[src/common/sri_consts.svh]
// Offsets, field positions, reset values and timing counts of the interlock
//
// Contract
// - Stop press with stop enabled, or while tripped, withdraws run.
// - Unlatched: block holds until run bits zero, disable, timeout, UV.
// - Latching: zero test uses latched bits; not-stop low also releases.
// - Forward and reverse both held 60 ms releases the block.
// - Software or hardware drive disable releases the block.
// - Undervoltage state releases the block.
// - Latching: timeout release still waits for direction latches clear.
// - Run held plus stop resets trip without stopping only in keypad mode.
// - Fwd/rev key only in keypad mode with its enable; enable resets 0.
// - Drive enable setting zero disables drive; one permits running.
// - Stop press never starts the drive; trip reset does not start it.
// - In keypad mode the stop key is always enabled.
`ifndef SRI_CONSTS_SVH
`define SRI_CONSTS_SVH

// ==========================================================
// Register offsets
`define SRI_ADDR_CTRL 8'h00
`define SRI_ADDR_STATUS 8'h04

// ==========================================================
// Control fields
`define SRI_CTRL_STOP_EN 0
`define SRI_CTRL_LATCH_EN 1
`define SRI_CTRL_FR_EN 2
`define SRI_CTRL_DRV_EN 3
`define SRI_CTRL_KEYPAD 4
`define SRI_CTRL_WIDTH 5
`define SRI_CTRL_RESET 5'h08

// ==========================================================
// Status fields
`define SRI_ST_BLOCKED 0
`define SRI_ST_LATCH_WAIT 1
`define SRI_ST_RUN 2
`define SRI_ST_DRIVE_ON 3
`define SRI_ST_DIR_REV 4
`define SRI_ST_FWD_LATCH 5
`define SRI_ST_REV_LATCH 6
`define SRI_ST_BOTH_DONE 7
`define SRI_ST_WIDTH 8

// ==========================================================
// Timing
`define SRI_CLK_HZ 40000000
`define SRI_BOTH_DIR_MS 60
`define SRI_BOTH_DIR_CYCLES (`SRI_BOTH_DIR_MS * (`SRI_CLK_HZ / 1000))
`define SRI_TIMER_WIDTH 22

`endif

[src/common/sri_pkg.sv]
// Types shared by the interlock modules
package sri_pkg;
  typedef enum logic [1:0] {
    SRI_FREE,
    SRI_BLOCKED,
    SRI_LATCH_WAIT
  } sri_lock_t;
  typedef logic [7:0] sri_addr_t;
  typedef logic [31:0] sri_word_t;
endpackage

[src/sri_both_timer.sv]
// Timer for forward and reverse held together
`timescale 1ns/1ps
`include "sri_consts.svh"
module sri_both_timer
  import sri_pkg::*;
#(
  parameter int WIDTH = `SRI_TIMER_WIDTH,
  parameter int LIMIT = `SRI_BOTH_DIR_CYCLES
) (
  input wire logic clock,
  input wire logic rstn,
  input wire logic count_en,
  output logic done
);
  logic [WIDTH-1:0] cnt;
  wire logic [WIDTH-1:0] limit_w = WIDTH'(LIMIT);

  // ==========================================================
  // Counter
  always_ff @(posedge clock or negedge rstn) begin
    if (!rstn) begin
      cnt <= '0;
    end else if (!count_en) begin
      cnt <= '0;
    end else if (cnt != limit_w) begin
      cnt <= cnt + WIDTH'(1);
    end
  end

  assign done = count_en && (cnt == limit_w);
endmodule

[src/sri_interlock.sv]
// Stop-key run interlock with Wishbone register access
//
// The implementer's own choices: the Wishbone interface to the registers and the address map.
`timescale 1ns/1ps
`include "sri_consts.svh"
module sri_interlock
  import sri_pkg::*;
#(
  parameter int BOTH_DIR_CYCLES = `SRI_BOTH_DIR_CYCLES
) (
  input wire logic CLOCK,
  input wire logic RSTN,
  input wire logic WB_CYC_I,
  input wire logic WB_STB_I,
  input wire logic WB_WE_I,
  input wire logic [7:0] WB_ADR_I,
  input wire logic [3:0] WB_SEL_I,
  input wire logic [31:0] WB_DAT_I,
  output logic [31:0] WB_DAT_O,
  output logic WB_ACK_O,
  input wire logic STOP_KEY,
  input wire logic RUN_KEY,
  input wire logic FWD_REV_KEY,
  input wire logic RUN_FWD,
  input wire logic RUN_REV,
  input wire logic RUN_SEQ,
  input wire logic NOT_STOP,
  input wire logic TRIPPED,
  input wire logic HW_ENABLE,
  input wire logic UNDERVOLTAGE,
  output logic RUN_PERMIT,
  output logic DRIVE_ENABLE,
  output logic TRIP_RESET,
  output logic DIR_REV
);

  // ==========================================================
  // Pin synchronisers
  localparam int NPIN = 10;
  logic [NPIN-1:0] pin_meta;
  logic [NPIN-1:0] pin_sync;
  logic stop_prev;
  logic frkey_prev;

  always_ff @(posedge CLOCK or negedge RSTN) begin
    if (!RSTN) begin
      pin_meta <= '0;
      pin_sync <= '0;
    end else begin
      pin_meta <= {UNDERVOLTAGE, HW_ENABLE, TRIPPED, NOT_STOP, RUN_SEQ,
                   RUN_REV, RUN_FWD, FWD_REV_KEY, RUN_KEY, STOP_KEY};
      pin_sync <= pin_meta;
    end
  end

  wire logic stop_s = pin_sync[0];
  wire logic run_key_s = pin_sync[1];
  wire logic frkey_s = pin_sync[2];
  wire logic fwd_s = pin_sync[3];
  wire logic rev_s = pin_sync[4];
  wire logic seq_s = pin_sync[5];
  wire logic not_stop_s = pin_sync[6];
  wire logic trip_s = pin_sync[7];
  wire logic hw_en_s = pin_sync[8];
  wire logic uv_s = pin_sync[9];

  always_ff @(posedge CLOCK or negedge RSTN) begin
    if (!RSTN) begin
      stop_prev <= 1'b0;
      frkey_prev <= 1'b0;
    end else begin
      stop_prev <= stop_s;
      frkey_prev <= frkey_s;
    end
  end

  wire logic stop_edge = stop_s && !stop_prev;
  wire logic frkey_edge = frkey_s && !frkey_prev;

  // ==========================================================
  // Control register and bus decode
  logic [`SRI_CTRL_WIDTH-1:0] ctrl;
  sri_lock_t lock;
  sri_lock_t next_lock;
  logic fwd_latch;
  logic rev_latch;
  logic [`SRI_ST_WIDTH-1:0] status;

  wire logic stop_en = ctrl[`SRI_CTRL_STOP_EN];
  wire logic latch_en = ctrl[`SRI_CTRL_LATCH_EN];
  wire logic fr_en = ctrl[`SRI_CTRL_FR_EN];
  wire logic drv_setting = ctrl[`SRI_CTRL_DRV_EN];
  wire logic keypad = ctrl[`SRI_CTRL_KEYPAD];

  wire logic bus_req = WB_CYC_I && WB_STB_I && !WB_ACK_O;
  wire logic hit_ctrl = (WB_ADR_I == `SRI_ADDR_CTRL);
  wire logic hit_status = (WB_ADR_I == `SRI_ADDR_STATUS);
  wire logic ctrl_wr = bus_req && WB_WE_I && hit_ctrl && WB_SEL_I[0];
  wire sri_word_t rd_word =
    hit_ctrl ? {{(32-`SRI_CTRL_WIDTH){1'b0}}, ctrl} :
    hit_status ? {{(32-`SRI_ST_WIDTH){1'b0}}, status} : 32'h0000_0000;

  always_ff @(posedge CLOCK or negedge RSTN) begin
    if (!RSTN) begin
      ctrl <= `SRI_CTRL_RESET;
    end else if (ctrl_wr) begin
      ctrl <= WB_DAT_I[`SRI_CTRL_WIDTH-1:0];
    end
  end

  always_ff @(posedge CLOCK or negedge RSTN) begin
    if (!RSTN) begin
      WB_ACK_O <= 1'b0;
      WB_DAT_O <= 32'h0000_0000;
    end else begin
      WB_ACK_O <= bus_req;
      WB_DAT_O <= bus_req ? rd_word : 32'h0000_0000;
    end
  end

  // ==========================================================
  // Drive enable
  wire logic drive_on = drv_setting && hw_en_s;

  // ==========================================================
  // Run latches
  wire logic next_fwd_latch = latch_en && not_stop_s && (fwd_latch || fwd_s);
  wire logic next_rev_latch = latch_en && not_stop_s && (rev_latch || rev_s);

  always_ff @(posedge CLOCK or negedge RSTN) begin
    if (!RSTN) begin
      fwd_latch <= 1'b0;
      rev_latch <= 1'b0;
    end else begin
      fwd_latch <= next_fwd_latch;
      rev_latch <= next_rev_latch;
    end
  end

  // ==========================================================
  // Both-direction timeout
  logic both_done;

  sri_both_timer #(
    .WIDTH(`SRI_TIMER_WIDTH),
    .LIMIT(BOTH_DIR_CYCLES)
  ) u_timer (
    .clock(CLOCK),
    .rstn(RSTN),
    .count_en(fwd_s && rev_s),
    .done(both_done)
  );

  // ==========================================================
  // Stop key action
  wire logic stop_live = stop_en || keypad;
  wire logic run_hold_reset = keypad && run_key_s && trip_s;
  wire logic stop_act = stop_edge && (stop_live || trip_s)
                        && !run_hold_reset;
  wire logic next_trip_reset = stop_edge && trip_s;

  // ==========================================================
  // Release conditions
  wire logic runs_zero = !(fwd_s || rev_s || seq_s);
  wire logic latched_zero = !(fwd_latch || rev_latch || seq_s);
  wire logic mode_release = latch_en ?
    (latched_zero || !not_stop_s) : runs_zero;
  wire logic release_any = mode_release || !drive_on || both_done
                           || uv_s;

  // ==========================================================
  // Interlock state
  always_comb begin
    next_lock = lock;
    case (lock)
      SRI_FREE: begin
        if (stop_act) begin
          next_lock = SRI_BLOCKED;
        end
      end
      SRI_BLOCKED: begin
        if (stop_act) begin
          next_lock = SRI_BLOCKED;
        end else if (latch_en && both_done && !mode_release
                     && drive_on && !uv_s) begin
          next_lock = SRI_LATCH_WAIT;
        end else if (release_any) begin
          next_lock = SRI_FREE;
        end
      end
      SRI_LATCH_WAIT: begin
        if (stop_act) begin
          next_lock = SRI_BLOCKED;
        end else if (!(fwd_latch || rev_latch) || !latch_en) begin
          next_lock = SRI_FREE;
        end
      end
      default: begin
        next_lock = SRI_BLOCKED;
      end
    endcase
  end

  always_ff @(posedge CLOCK or negedge RSTN) begin
    if (!RSTN) begin
      lock <= SRI_FREE;
    end else begin
      lock <= next_lock;
    end
  end

  // ==========================================================
  // Run command and outputs
  wire logic run_cmd = latch_en ? (next_fwd_latch || next_rev_latch)
                                : (fwd_s || rev_s || seq_s);
  wire logic next_run = run_cmd && (next_lock == SRI_FREE) && drive_on
                        && !trip_s && !uv_s;
  wire logic next_dir = (keypad && fr_en && frkey_edge) ?
                        !DIR_REV : DIR_REV;

  always_ff @(posedge CLOCK or negedge RSTN) begin
    if (!RSTN) begin
      RUN_PERMIT <= 1'b0;
      DRIVE_ENABLE <= 1'b0;
      TRIP_RESET <= 1'b0;
      DIR_REV <= 1'b0;
    end else begin
      RUN_PERMIT <= next_run;
      DRIVE_ENABLE <= drive_on;
      TRIP_RESET <= next_trip_reset;
      DIR_REV <= next_dir;
    end
  end

  // ==========================================================
  // Status word
  always_comb begin
    status = '0;
    status[`SRI_ST_BLOCKED] = (lock == SRI_BLOCKED);
    status[`SRI_ST_LATCH_WAIT] = (lock == SRI_LATCH_WAIT);
    status[`SRI_ST_RUN] = RUN_PERMIT;
    status[`SRI_ST_DRIVE_ON] = DRIVE_ENABLE;
    status[`SRI_ST_DIR_REV] = DIR_REV;
    status[`SRI_ST_FWD_LATCH] = fwd_latch;
    status[`SRI_ST_REV_LATCH] = rev_latch;
    status[`SRI_ST_BOTH_DONE] = both_done;
  end
endmodule
[config.mk]
export PLATFORM = sky130hd
export DESIGN_NAME = sri_interlock
export DESIGN_NICKNAME = d
export VERILOG_FILES = /design/src/common/sri_pkg.sv /design/src/sri_both_timer.sv /design/src/sri_interlock.sv
export VERILOG_INCLUDE_DIRS = /design/src /design/src/common
export SDC_FILE = /design/constraint.sdc
export NUM_CORES = 1
export LEC_CHECK = 0
export BUFFER_PORTS_ARGS = -buffer_cell sky130_fd_sc_hd__buf_4
export CAP_MARGIN = 20
export CORE_ASPECT_RATIO = 1.25
export CORE_MARGIN = 5
export CORE_UTILIZATION = 50
export DETAILED_ROUTE_END_ITERATION = 6
export GPL_TIMING_DRIVEN = 1
export MAX_ROUTING_LAYER = met4
export PLACE_DENSITY = 0.8
export SLEW_MARGIN = 30
export SYNTH_ARGS = -nofsm -noshare
export SYNTH_HDL_FRONTEND = slang
export SYNTH_SLANG_ARGS = --single-unit
[constraint.sdc]
create_clock -name CLOCK -period 2.43 [get_ports CLOCK]
set_input_delay 0.243 -clock CLOCK [delete_from_list [all_inputs] [get_ports CLOCK]]
set_output_delay 0.243 -clock CLOCK [all_outputs]
set_load 0.1 [all_outputs]
# Word-level counts from Yosys, hierarchy flattened
# Index checks and enable logic that the tools add are counted.
dict set report op_classes {
  addsub 1
  eq_ne 6
  muxes 14
  reduce_logical 59
}
# cell count
set ops {}
lappend ops {{2-to-1 mux 22 bit} 2}
lappend ops {{logical AND 1 bit} 28}
lappend ops {{2-to-1 mux 8 bit} 3}
lappend ops {{adder 22 x 1 -> 22 bit, second input constant} 1}
lappend ops {{equality test 22 bit, second input constant} 1}
lappend ops {{!= test 22 bit, second input constant} 1}
lappend ops {{zero test 1 bit} 14}
lappend ops {{logical OR 1 bit} 14}
lappend ops {{2-to-1 mux 2 bit} 6}
lappend ops {{equality test 8 x 3 -> 1 bit, second input constant} 1}
lappend ops {{zero test 8 bit} 1}
lappend ops {{case mux 2 bit (3 select lines)} 1}
lappend ops {{zero test 2 bit} 2}
lappend ops {{equality test 2 x 1 -> 1 bit, second input constant} 1}
lappend ops {{equality test 2 bit, second input constant} 1}
lappend ops {{2-to-1 mux 1 bit} 2}
lappend ops {{!= test 2 bit, second input constant} 1}
dict set report word_totals {
  ff_bits 66
  input_bits 59
  out_inout_bits 37
  wordCells 95
}

# Depth between registers and ports, before layout
# Gate-level depths: netlist of the first run.
dict set report depth {
  word_depth 17
  depth_mapped 7
  ltp_nobuf 7
}

# By module
# A second synthesis of the first run with hierarchy kept.
dict set report unflattened {
  hier_cells 261
  area_unflattened_um2 2909.0
}
# module instances cells_per_inst area_per_inst_um2
set by_module_without_submodules {}
lappend by_module_without_submodules {sri_interlock 1 130 1675.4}
lappend by_module_without_submodules {sri_both_timer 1 131 1233.7}

# Worst setup path before layout of the first run
# OpenSTA, ideal clock, no wires.
dict set report synth_path {
  path_kind {reg2reg}
  from {reg WB_ACK_O}
  to {reg ctrl[0]}
  setup_ns 0.125
  t_arrival_ns 1.898
  setup_slack_ns 0.407
  stages_incl_launch_ff 5
  path_buffers 0
  period_less_slack_ns 2.023
  path_cell_list {dfrtp_1 -> nor2_1 -> nand3_1 -> nor3_2 -> mux2_2}
}
dict set report synth_via {
  elab_chain_len 5
}
# element line
set synth_rtl {}
lappend synth_rtl {{start, declared} sri_interlock.sv:20} ;# output logic WB_ACK_O,
lappend synth_rtl {{start signal, assigned} sri_interlock.sv:116} ;# WB_ACK_O <= bus_req;
lappend synth_rtl {{zero test 1 bit} sri_interlock.sv:95} ;# wire logic bus_req = WB_CYC_I && WB_STB_I && !WB_ACK_O;
lappend synth_rtl {{logical AND 1 bit} sri_interlock.sv:95}
lappend synth_rtl {{via bus_req} sri_interlock.sv:95}
lappend synth_rtl {{logical AND 1 bit (3 in series)} sri_interlock.sv:98} ;# wire logic ctrl_wr = bus_req && WB_WE_I && hit_ctrl && WB_SEL_I[0];
lappend synth_rtl {{end signal, assigned} sri_interlock.sv:105} ;# ctrl <= `SRI_CTRL_RESET;
lappend synth_rtl {{end signal, assigned} sri_interlock.sv:107} ;# ctrl <= WB_DAT_I[`SRI_CTRL_WIDTH-1:0];
lappend synth_rtl {{end, declared} sri_interlock.sv:82} ;# logic [`SRI_CTRL_WIDTH-1:0] ctrl;
# The timed path passes the listed nets, and every way through them passes these cells.
# A chain may end at the register's enable or synchronous reset.

# Worst setup path after layout of the first run
dict set report layout_path {
  from {reg u_timer.cnt[0]}
  to {reg lock[1]}
}
dict set report layout_via {
  elab_chain_len 9
  elab_cells_between_ends 12
  classes_between {1 x eq/ne; 4 x mux; 7 x reduce/logical}
}
# element line
set layout_rtl {}
lappend layout_rtl {{start, declared} sri_both_timer.sv:15} ;# logic [WIDTH-1:0] cnt;
lappend layout_rtl {{start signal, assigned} sri_both_timer.sv:26} ;# cnt <= cnt + WIDTH'(1);
lappend layout_rtl {{equality test 22 bit (*)} sri_both_timer.sv:30} ;# assign done = count_en && (cnt == limit_w);
lappend layout_rtl {{logical AND 1 bit (*)} sri_both_timer.sv:30}
lappend layout_rtl {{logical AND 1 bit (2 in series)} sri_interlock.sv:184} ;# end else if (latch_en && both_done && !mode_release
lappend layout_rtl {{logical AND 1 bit (2 in series)} sri_interlock.sv:185} ;# && drive_on && !uv_s) begin
lappend layout_rtl {{2-to-1 mux 2 bit (*)} sri_interlock.sv:184}
lappend layout_rtl {{2-to-1 mux 2 bit (*)} sri_interlock.sv:182} ;# if (stop_act) begin
lappend layout_rtl {{case mux 2 bit (3 select lines) (*)} sri_interlock.sv:175} ;# case (lock)
lappend layout_rtl {{via next_lock[1]} sri_interlock.sv:84} ;# sri_lock_t next_lock;
lappend layout_rtl {{end signal, assigned} sri_interlock.sv:208} ;# lock <= next_lock;
lappend layout_rtl {{end, declared} sri_interlock.sv:83} ;# sri_lock_t lock;
# The timed path passes the listed nets; every way through them passes the cells marked *.

==> results of run 1 <==
[registers in the layout, summed over array words and instances (netlist names), 2 cells and up]
signal,cells
u_timer.cnt,22
pin_meta,10
pin_sync,10
WB_DAT_O,8
ctrl,5
lock,2
[routing by layer]
metal | wire length, µm | GRT usage
met5 | 0 | -
met3 | 338 | 0.0537
met4 | 38 | 0.0645
met2 | 2670 | 0.257
met1 | 1960 | 0.160
[power breakdown]
group	internal [mW]	total, mW	switching [mW]
combinational	0.0515	0.272	0.220
sequential	1.12	1.13	0.0112
clock	0.397	0.808	0.411
[logic make-up after synthesis]
family / Yosys count / synth area share
xor+xnor: 16 / 0.0500
fa+ha+maj: 2 / 0.00892
simple gates: 95 / 0.181
mux: 10 / 0.0379
other cells: 1 / 0.00134
compound gates: 20 / 0.0455
flops: 66 / 0.589
buf+inv: 40 / 0.0861
[worst paths after layout]
path / start / endpoint / slack [ns]
setup / recovery: u_timer.cnt[0] / lock[1] / 0.49
hold / removal: RSTN / WB_DAT_O[5] / -0.004
setup reg to reg: u_timer.cnt[0] / lock[1] / 0.49
hold reg to reg: pin_meta[8] / pin_sync[8] / 0.35
max in group asynchronous: RSTN / u_timer.cnt[4] / 1.93
min in group CLOCK: WB_DAT_I[4] / ctrl[4] / 0.14
[cell usage after synthesis (all sizes together) (2+ instances only)]
cell type,instances
and4,2
clkbuf,4
or3,7
mux2i,5
nor2b,2
and3,5
nor2,27
nand3,9
inv,11
a21oi,7
o31ai,2
buf,25
mux2,5
o21ai,7
dfrtp,65
ha,2
nand2b,2
xnor2,12
nand4,3
nor3,13
xor2,4
nor4,4
nand2,14
[cell type report]
| type | count | area, µm² |
|---|---|---|
| Multi-Input combinational cell | 167 | 997 |
| Inverter | 11 | 41.3 |
| Clock buffer | 10 | 138 |
| Sequential cell | 66 | 1650 |
| Fill cell | 420 | 2070 |
| Timing Repair Buffer | 53 | 423 |
| Tap cell | 64 | 80.1 |
| Clock inverter | 6 | 41.3 |
==> results.py, run 1 <==
metrics = {
    "run": {
        "drv_cap": 0,
    },
    "cells_and_area": {
        "mostFrequentLayoutCell": "dfrtp_1",
        "layout-drive-gt1-share": 0.233,
        "nets": 369,
        "fin_area_um2": 3370,
        "fin_util": 0.620,
        "area_growth_pct": 20.2,
        "diodes": 0,
        "stdcell_count": 377,
        "layout_common_cells": "dfrtp_1 (65), buf_4 (43), nor2_1 (27), conb_1 (24), nand2_1 (13)",
    },
    "timing": {
        "min_period_ns": 1.94,
        "slew_headroom": 0.480,
        "skew_ns": 0.00729,
        "tightest_slew_ns": 0.780,
        "setup_viol": 0,
        "maxSlewViolCount": 0,
        "rsz0062_at_grt": "no",
        "hold_viol_final": 4,
        "finalWorstSetupSlack_ns": 0.488,
        "setup-tns-final_ns": 0,
        "max_freq_ghz": 0.515,
        "fin_crit_sh": 0.799,
        "fin_hold_ws_ns": -0.00426,
    },
    "clock_tree": {
        "clock_latency_ns": 0.33,
        "postCtsHoldBufs": 10,
        "postCtsSetupBuffers": 0,
        "cts_buffers": 9,
        "cts_resized": 0,
        "clk_path_buf_depth": 2,
        "clkSinkCount": 66,
        "ctsHtreeMaxLevel": 3,
        "clk_pin_slew_worst_paths_ns": 0.07,
        "cts_tree": "built",
        "cts_root_buffer": "clkbuf_8",
    },
    "routing": {
        "antenna_left": 0,
        "num_vias": 1915,
        "wl_per_cell_um": 13.3,
        "drt_iter0_drc": 87,
        "vias_per_cell": 5.08,
        "drt-pass1-iter-count": 4,
        "drc": 0,
        "wl_mm": 5.01,
    },
    "global_route": {
        "grt_pass1_vias": 1905,
        "grt.total_usage": 0.151,
        "antenna_found_initial": 0,
        "grt-ovfl-total": 0,
        "grt_pass1_wl_mm": 8.46,
        "grt_max_degree": 67,
    },
    "synth": {
        "ys_warn_count": 0,
        "syn_area_um2": 2810,
        "synthCells": 250,
        "synth_area_leaders": "dfrtp_1 (58%), buf_4 (6.4%), xnor2_1 (3.7%)",
        "synth_top_cell_area_share": 0.580,
        "async_flop_share": 1.00,
        "yosys.area.top_type": "dfrtp_1",
        "yosys_most_used_dff": "dfrtp_1",
        "yosysUniqueCellTypes": 41,
        "ys_seq_area_frac": 0.589,
        "ys_ff_latch": 66,
        "avgSynthCellArea_um2": 11.2,
        "synth-edff-count": 0,
    },
    "worst_setup_path": {
        "cp-start-kind": "flip-flop",
        "critical_path_depth": 7,
        "crit_chain": "inv_1 -> ha_1 -> nor4b_1 -> nand2_1 -> or4_4 -> o31ai_2 -> and3_1",
        "slowest_stage": "or4_4",
        "critPathMaxStageDelay_ns": 0.45,
        "required_ns": 2.70,
        "ff2ff_path_depth": 7,
        "path_delay_family": "simple AND/OR/NAND/NOR gates",
        "cp_num_buf_inv": 1,
        "cp_max_fo": 3,
        "crit_path_end_kind": "flip-flop",
        "timing_worst_setup_path_type": "reg -> reg",
        "cp.arrival_ns": 2.21,
    },
    "place": {
        "place_congestion": 0.788,
        "portBuffers": 41,
        "dp.cells": 351,
        "place_hpwl_mm": 3.54,
        "pre_cts_ws_ns": 0.505,
        "place_area_um2": 3090,
    },
    "outcome": {
        "violations": "hold timing",
        "outcome": "finished with violations",
    },
    "floorplan": {
        "die_w_um": 77.0,
        "core_um2": 5440,
        "die_y_um": 93.7,
        "rows": 30,
        "dieArea_um2": 7220,
        "initial_core_util": 0.515,
        "ios": 96,
    },
    "power_and_ir_drop": {
        "p_leak_nw": 1.54,
        "power_mw": 2.21,
        "power_density_nw_per_um2": 656,
        "ir_drop_uv": 305,
    },
    "hold_path": {
        "hold_class": "in -> async",
    },
}
Note: power is estimated with default switching activity, not from simulation.
==> run 2: changes to the inputs <==
Clock period 2.43 ns to 1.9 ns, I/O delays scaled along.
==> run 2 against run 1 <==
  * The run ends with setup timing left
  * Sequential share of layout area decreased by 2.0 points
  * Largest power group unchanged
  * First-iteration DRC count increased by 69%
  * Worst hold slack improved by 0.083 ns
==> results.py, run 2 (synthesis results as in run 1) <==
metrics = {
    "timing": {
        "finalWorstSetupSlack_ns": -0.0355,
        "maxSlewViolCount": 0,
        "rsz0062_at_grt": "yes",
        "min_period_ns": 1.94,
        "setup_viol": 2,
        "fin_crit_sh": 1.02,
        "max_freq_ghz": 0.517,
        "hold_viol_final": 0,
        "skew_ns": 0.00952,
    },
    "cells_and_area": {
        "largest_reg_flops": 22,
        "nets": 384,
        "area_growth_pct": 25.5,
        "diodes": 0,
        "layout_common_cells": "dfrtp_1 (64), buf_4 (56), nor2_1 (27), conb_1 (24), nand2_1 (13)",
        "layout-drive-gt1-share": 0.277,
        "top_register": "u_timer.cnt",
        "mostFrequentLayoutCell": "dfrtp_1",
        "fin_area_um2": 3520,
        "largest_registers": "u_timer.cnt x22, pin_meta x10, pin_sync x10",
    },
    "global_route": {
        "antenna_found_initial": 0,
        "grt-ovfl-total": 0,
        "grt_pass1_vias": 1921,
        "grt.total_usage": 0.161,
        "grt_max_degree": 40,
        "grt_pass1_wl_mm": 8.86,
    },
    "power_and_ir_drop": {
        "p_leak_nw": 1.63,
        "pwr-share-seq": 0.516,
        "ir_drop_uv": 439,
        "power_density_nw_per_um2": 797,
        "clockPowerShare": 0.355,
        "p_comb_frac": 0.128,
        "switching_share": 0.294,
        "p_int_mw": 1.98,
        "switching_power_uw": 825,
    },
    "floorplan": {
        "die_y_um": 93.7,
        "die_w_um": 77.0,
        "rows": 30,
        "ios": 96,
        "dieArea_um2": 7220,
        "core_um2": 5440,
        "initial_core_util": 0.515,
    },
    "routing": {
        "num_vias": 1962,
        "drc": 0,
        "vias_per_cell": 5.01,
        "drt-pass1-iter-count": 4,
        "drt_iter0_drc": 147,
        "wl_mm": 5.28,
        "antenna_left": 0,
        "wl_per_cell_um": 13.5,
    },
    "place": {
        "place_hpwl_mm": 3.62,
        "place_congestion": 0.861,
        "portBuffers": 41,
        "place_area_um2": 3200,
        "pre_cts_ws_ns": -0.0359,
    },
    "run": {
        "drv_cap": 0,
    },
    "worst_setup_path": {
        "required_ns": 2.18,
        "slowest_stage": "or4_4",
        "crit_path_end_kind": "flip-flop",
        "cp_max_fo": 3,
        "cp.arrival_ns": 2.21,
        "timing_worst_setup_path_type": "reg -> reg",
        "crit_chain": "inv_1 -> ha_1 -> nor4b_1 -> nand2_1 -> or4_4 -> o31ai_4 -> and3_1",
        "cp-start-kind": "flip-flop",
        "critPathMaxStageDelay_ns": 0.47,
    },
    "outcome": {
        "violations": "setup timing",
        "outcome": "finished with violations",
    },
    "clock_tree": {
        "cts_buffers": 9,
        "clk_pin_slew_worst_paths_ns": 0.07,
        "clock_latency_ns": 0.34,
        "clkSinkCount": 66,
        "ctsHtreeMaxLevel": 3,
        "cts_root_buffer": "clkbuf_8",
        "clk_path_buf_depth": 2,
        "cts_tree": "built",
    },
    "hold_path": {
        "hold_class": "in -> reg",
    },
}
run 2: cell count changes in the layout (fill, tap and decap cells not counted), sizes merged:
cell,change
inv,-1
clkinv,+5
buf,+14
clkinvlp,-3
clkbuf,-1
dlygate4sd3,+1
run 2: power by group through the flow:
stage | logic [mW] | registers (mW) | clock network, mW
floorplan | 0.274 | 1.49 | 0
global placement | 0.339 | 1.47 | 0
detailed placement | 0.342 | 1.47 | 0
CTS | 0.361 | 1.45 | 1.03
global route | 0.380 | 1.45 | 1.11
finish | 0.359 | 1.45 | 0.996
run 2: cell type report:
| type | count | area, µm² |
|---|---|---|
| inverters | 11 | 41.3 |
| repair buffers | 68 | 551 |
| multi-input cells | 167 | 1020 |
| clock inverters | 7 | 46.3 |
| flip-flops and latches | 66 | 1650 |
| fillers | 415 | 1920 |
| clock buffers | 9 | 124 |
| well taps | 64 | 80.1 |
run 2: repair_timing:
| item | 4_1_cts | 5_1_grt |
|---|---|---|
| gates resized for setup | 3 | 2 |
| pin swaps | 2 | 1 |
| buffers inserted | 1 | 1 |
| hold endpoints to repair | 36 | 0 |
| endpoints found under the setup margin | 2 | 7 |
| hold buffers | 11 | 0 |
run 2: per-layer routing:
layer,wire length (µm),global-route usage
met1,1950,0.176
met4,96,0.0688
met5,0,-
met3,349,0.0643
met2,2880,0.262
run 2: worst paths after layout:
check / to / depth (start not counted) / slack [ns] / startpoint
worst max-delay path: lock[1] / 7 / -0.04 / u_timer.cnt[0]
worst min-delay path: ctrl[2] / 2 / 0.08 / WB_DAT_I[2]
worst max register to register: lock[1] / 7 / -0.04 / u_timer.cnt[0]
worst min register to register: pin_sync[9] / 0 / 0.34 / pin_meta[9]
max in group asynchronous: u_timer.cnt[14] / 3 / 1.07 / RSTN
min in group asynchronous: WB_DAT_O[1] / 2 / 0.31 / RSTN
run 2: per-stage QoR:
| step | utilization | power [mW] | instances | hold WS, ns | setup TNS (ns) |
|---|---|---|---|---|---|
| after floorplan | - | 1.76 | 273 | -0.106 | 0 |
| after global placement | 0.588 | 1.81 | 363 | 0.121 | 0 |
| after detailed placement | 0.588 | 1.82 | 363 | 0.128 | -0.0588 |
| after CTS | 0.643 | 2.84 | 391 | 0.0577 | -0.0335 |
| after global routing | 0.647 | 2.93 | 392 | 0.0589 | -0.213 |
| final | 0.647 | 2.80 | 392 | 0.0784 | -0.0599 |
run 2: worst max-delay path, delay by kind of cell (launching register included):
kind | cells | cell delay (ns)
buf+inv | 1 | 0.07
compound gates | 1 | 0.23
flops | 1 | 0.37
simple gates | 4 | 1.05
fa+ha+maj | 1 | 0.14
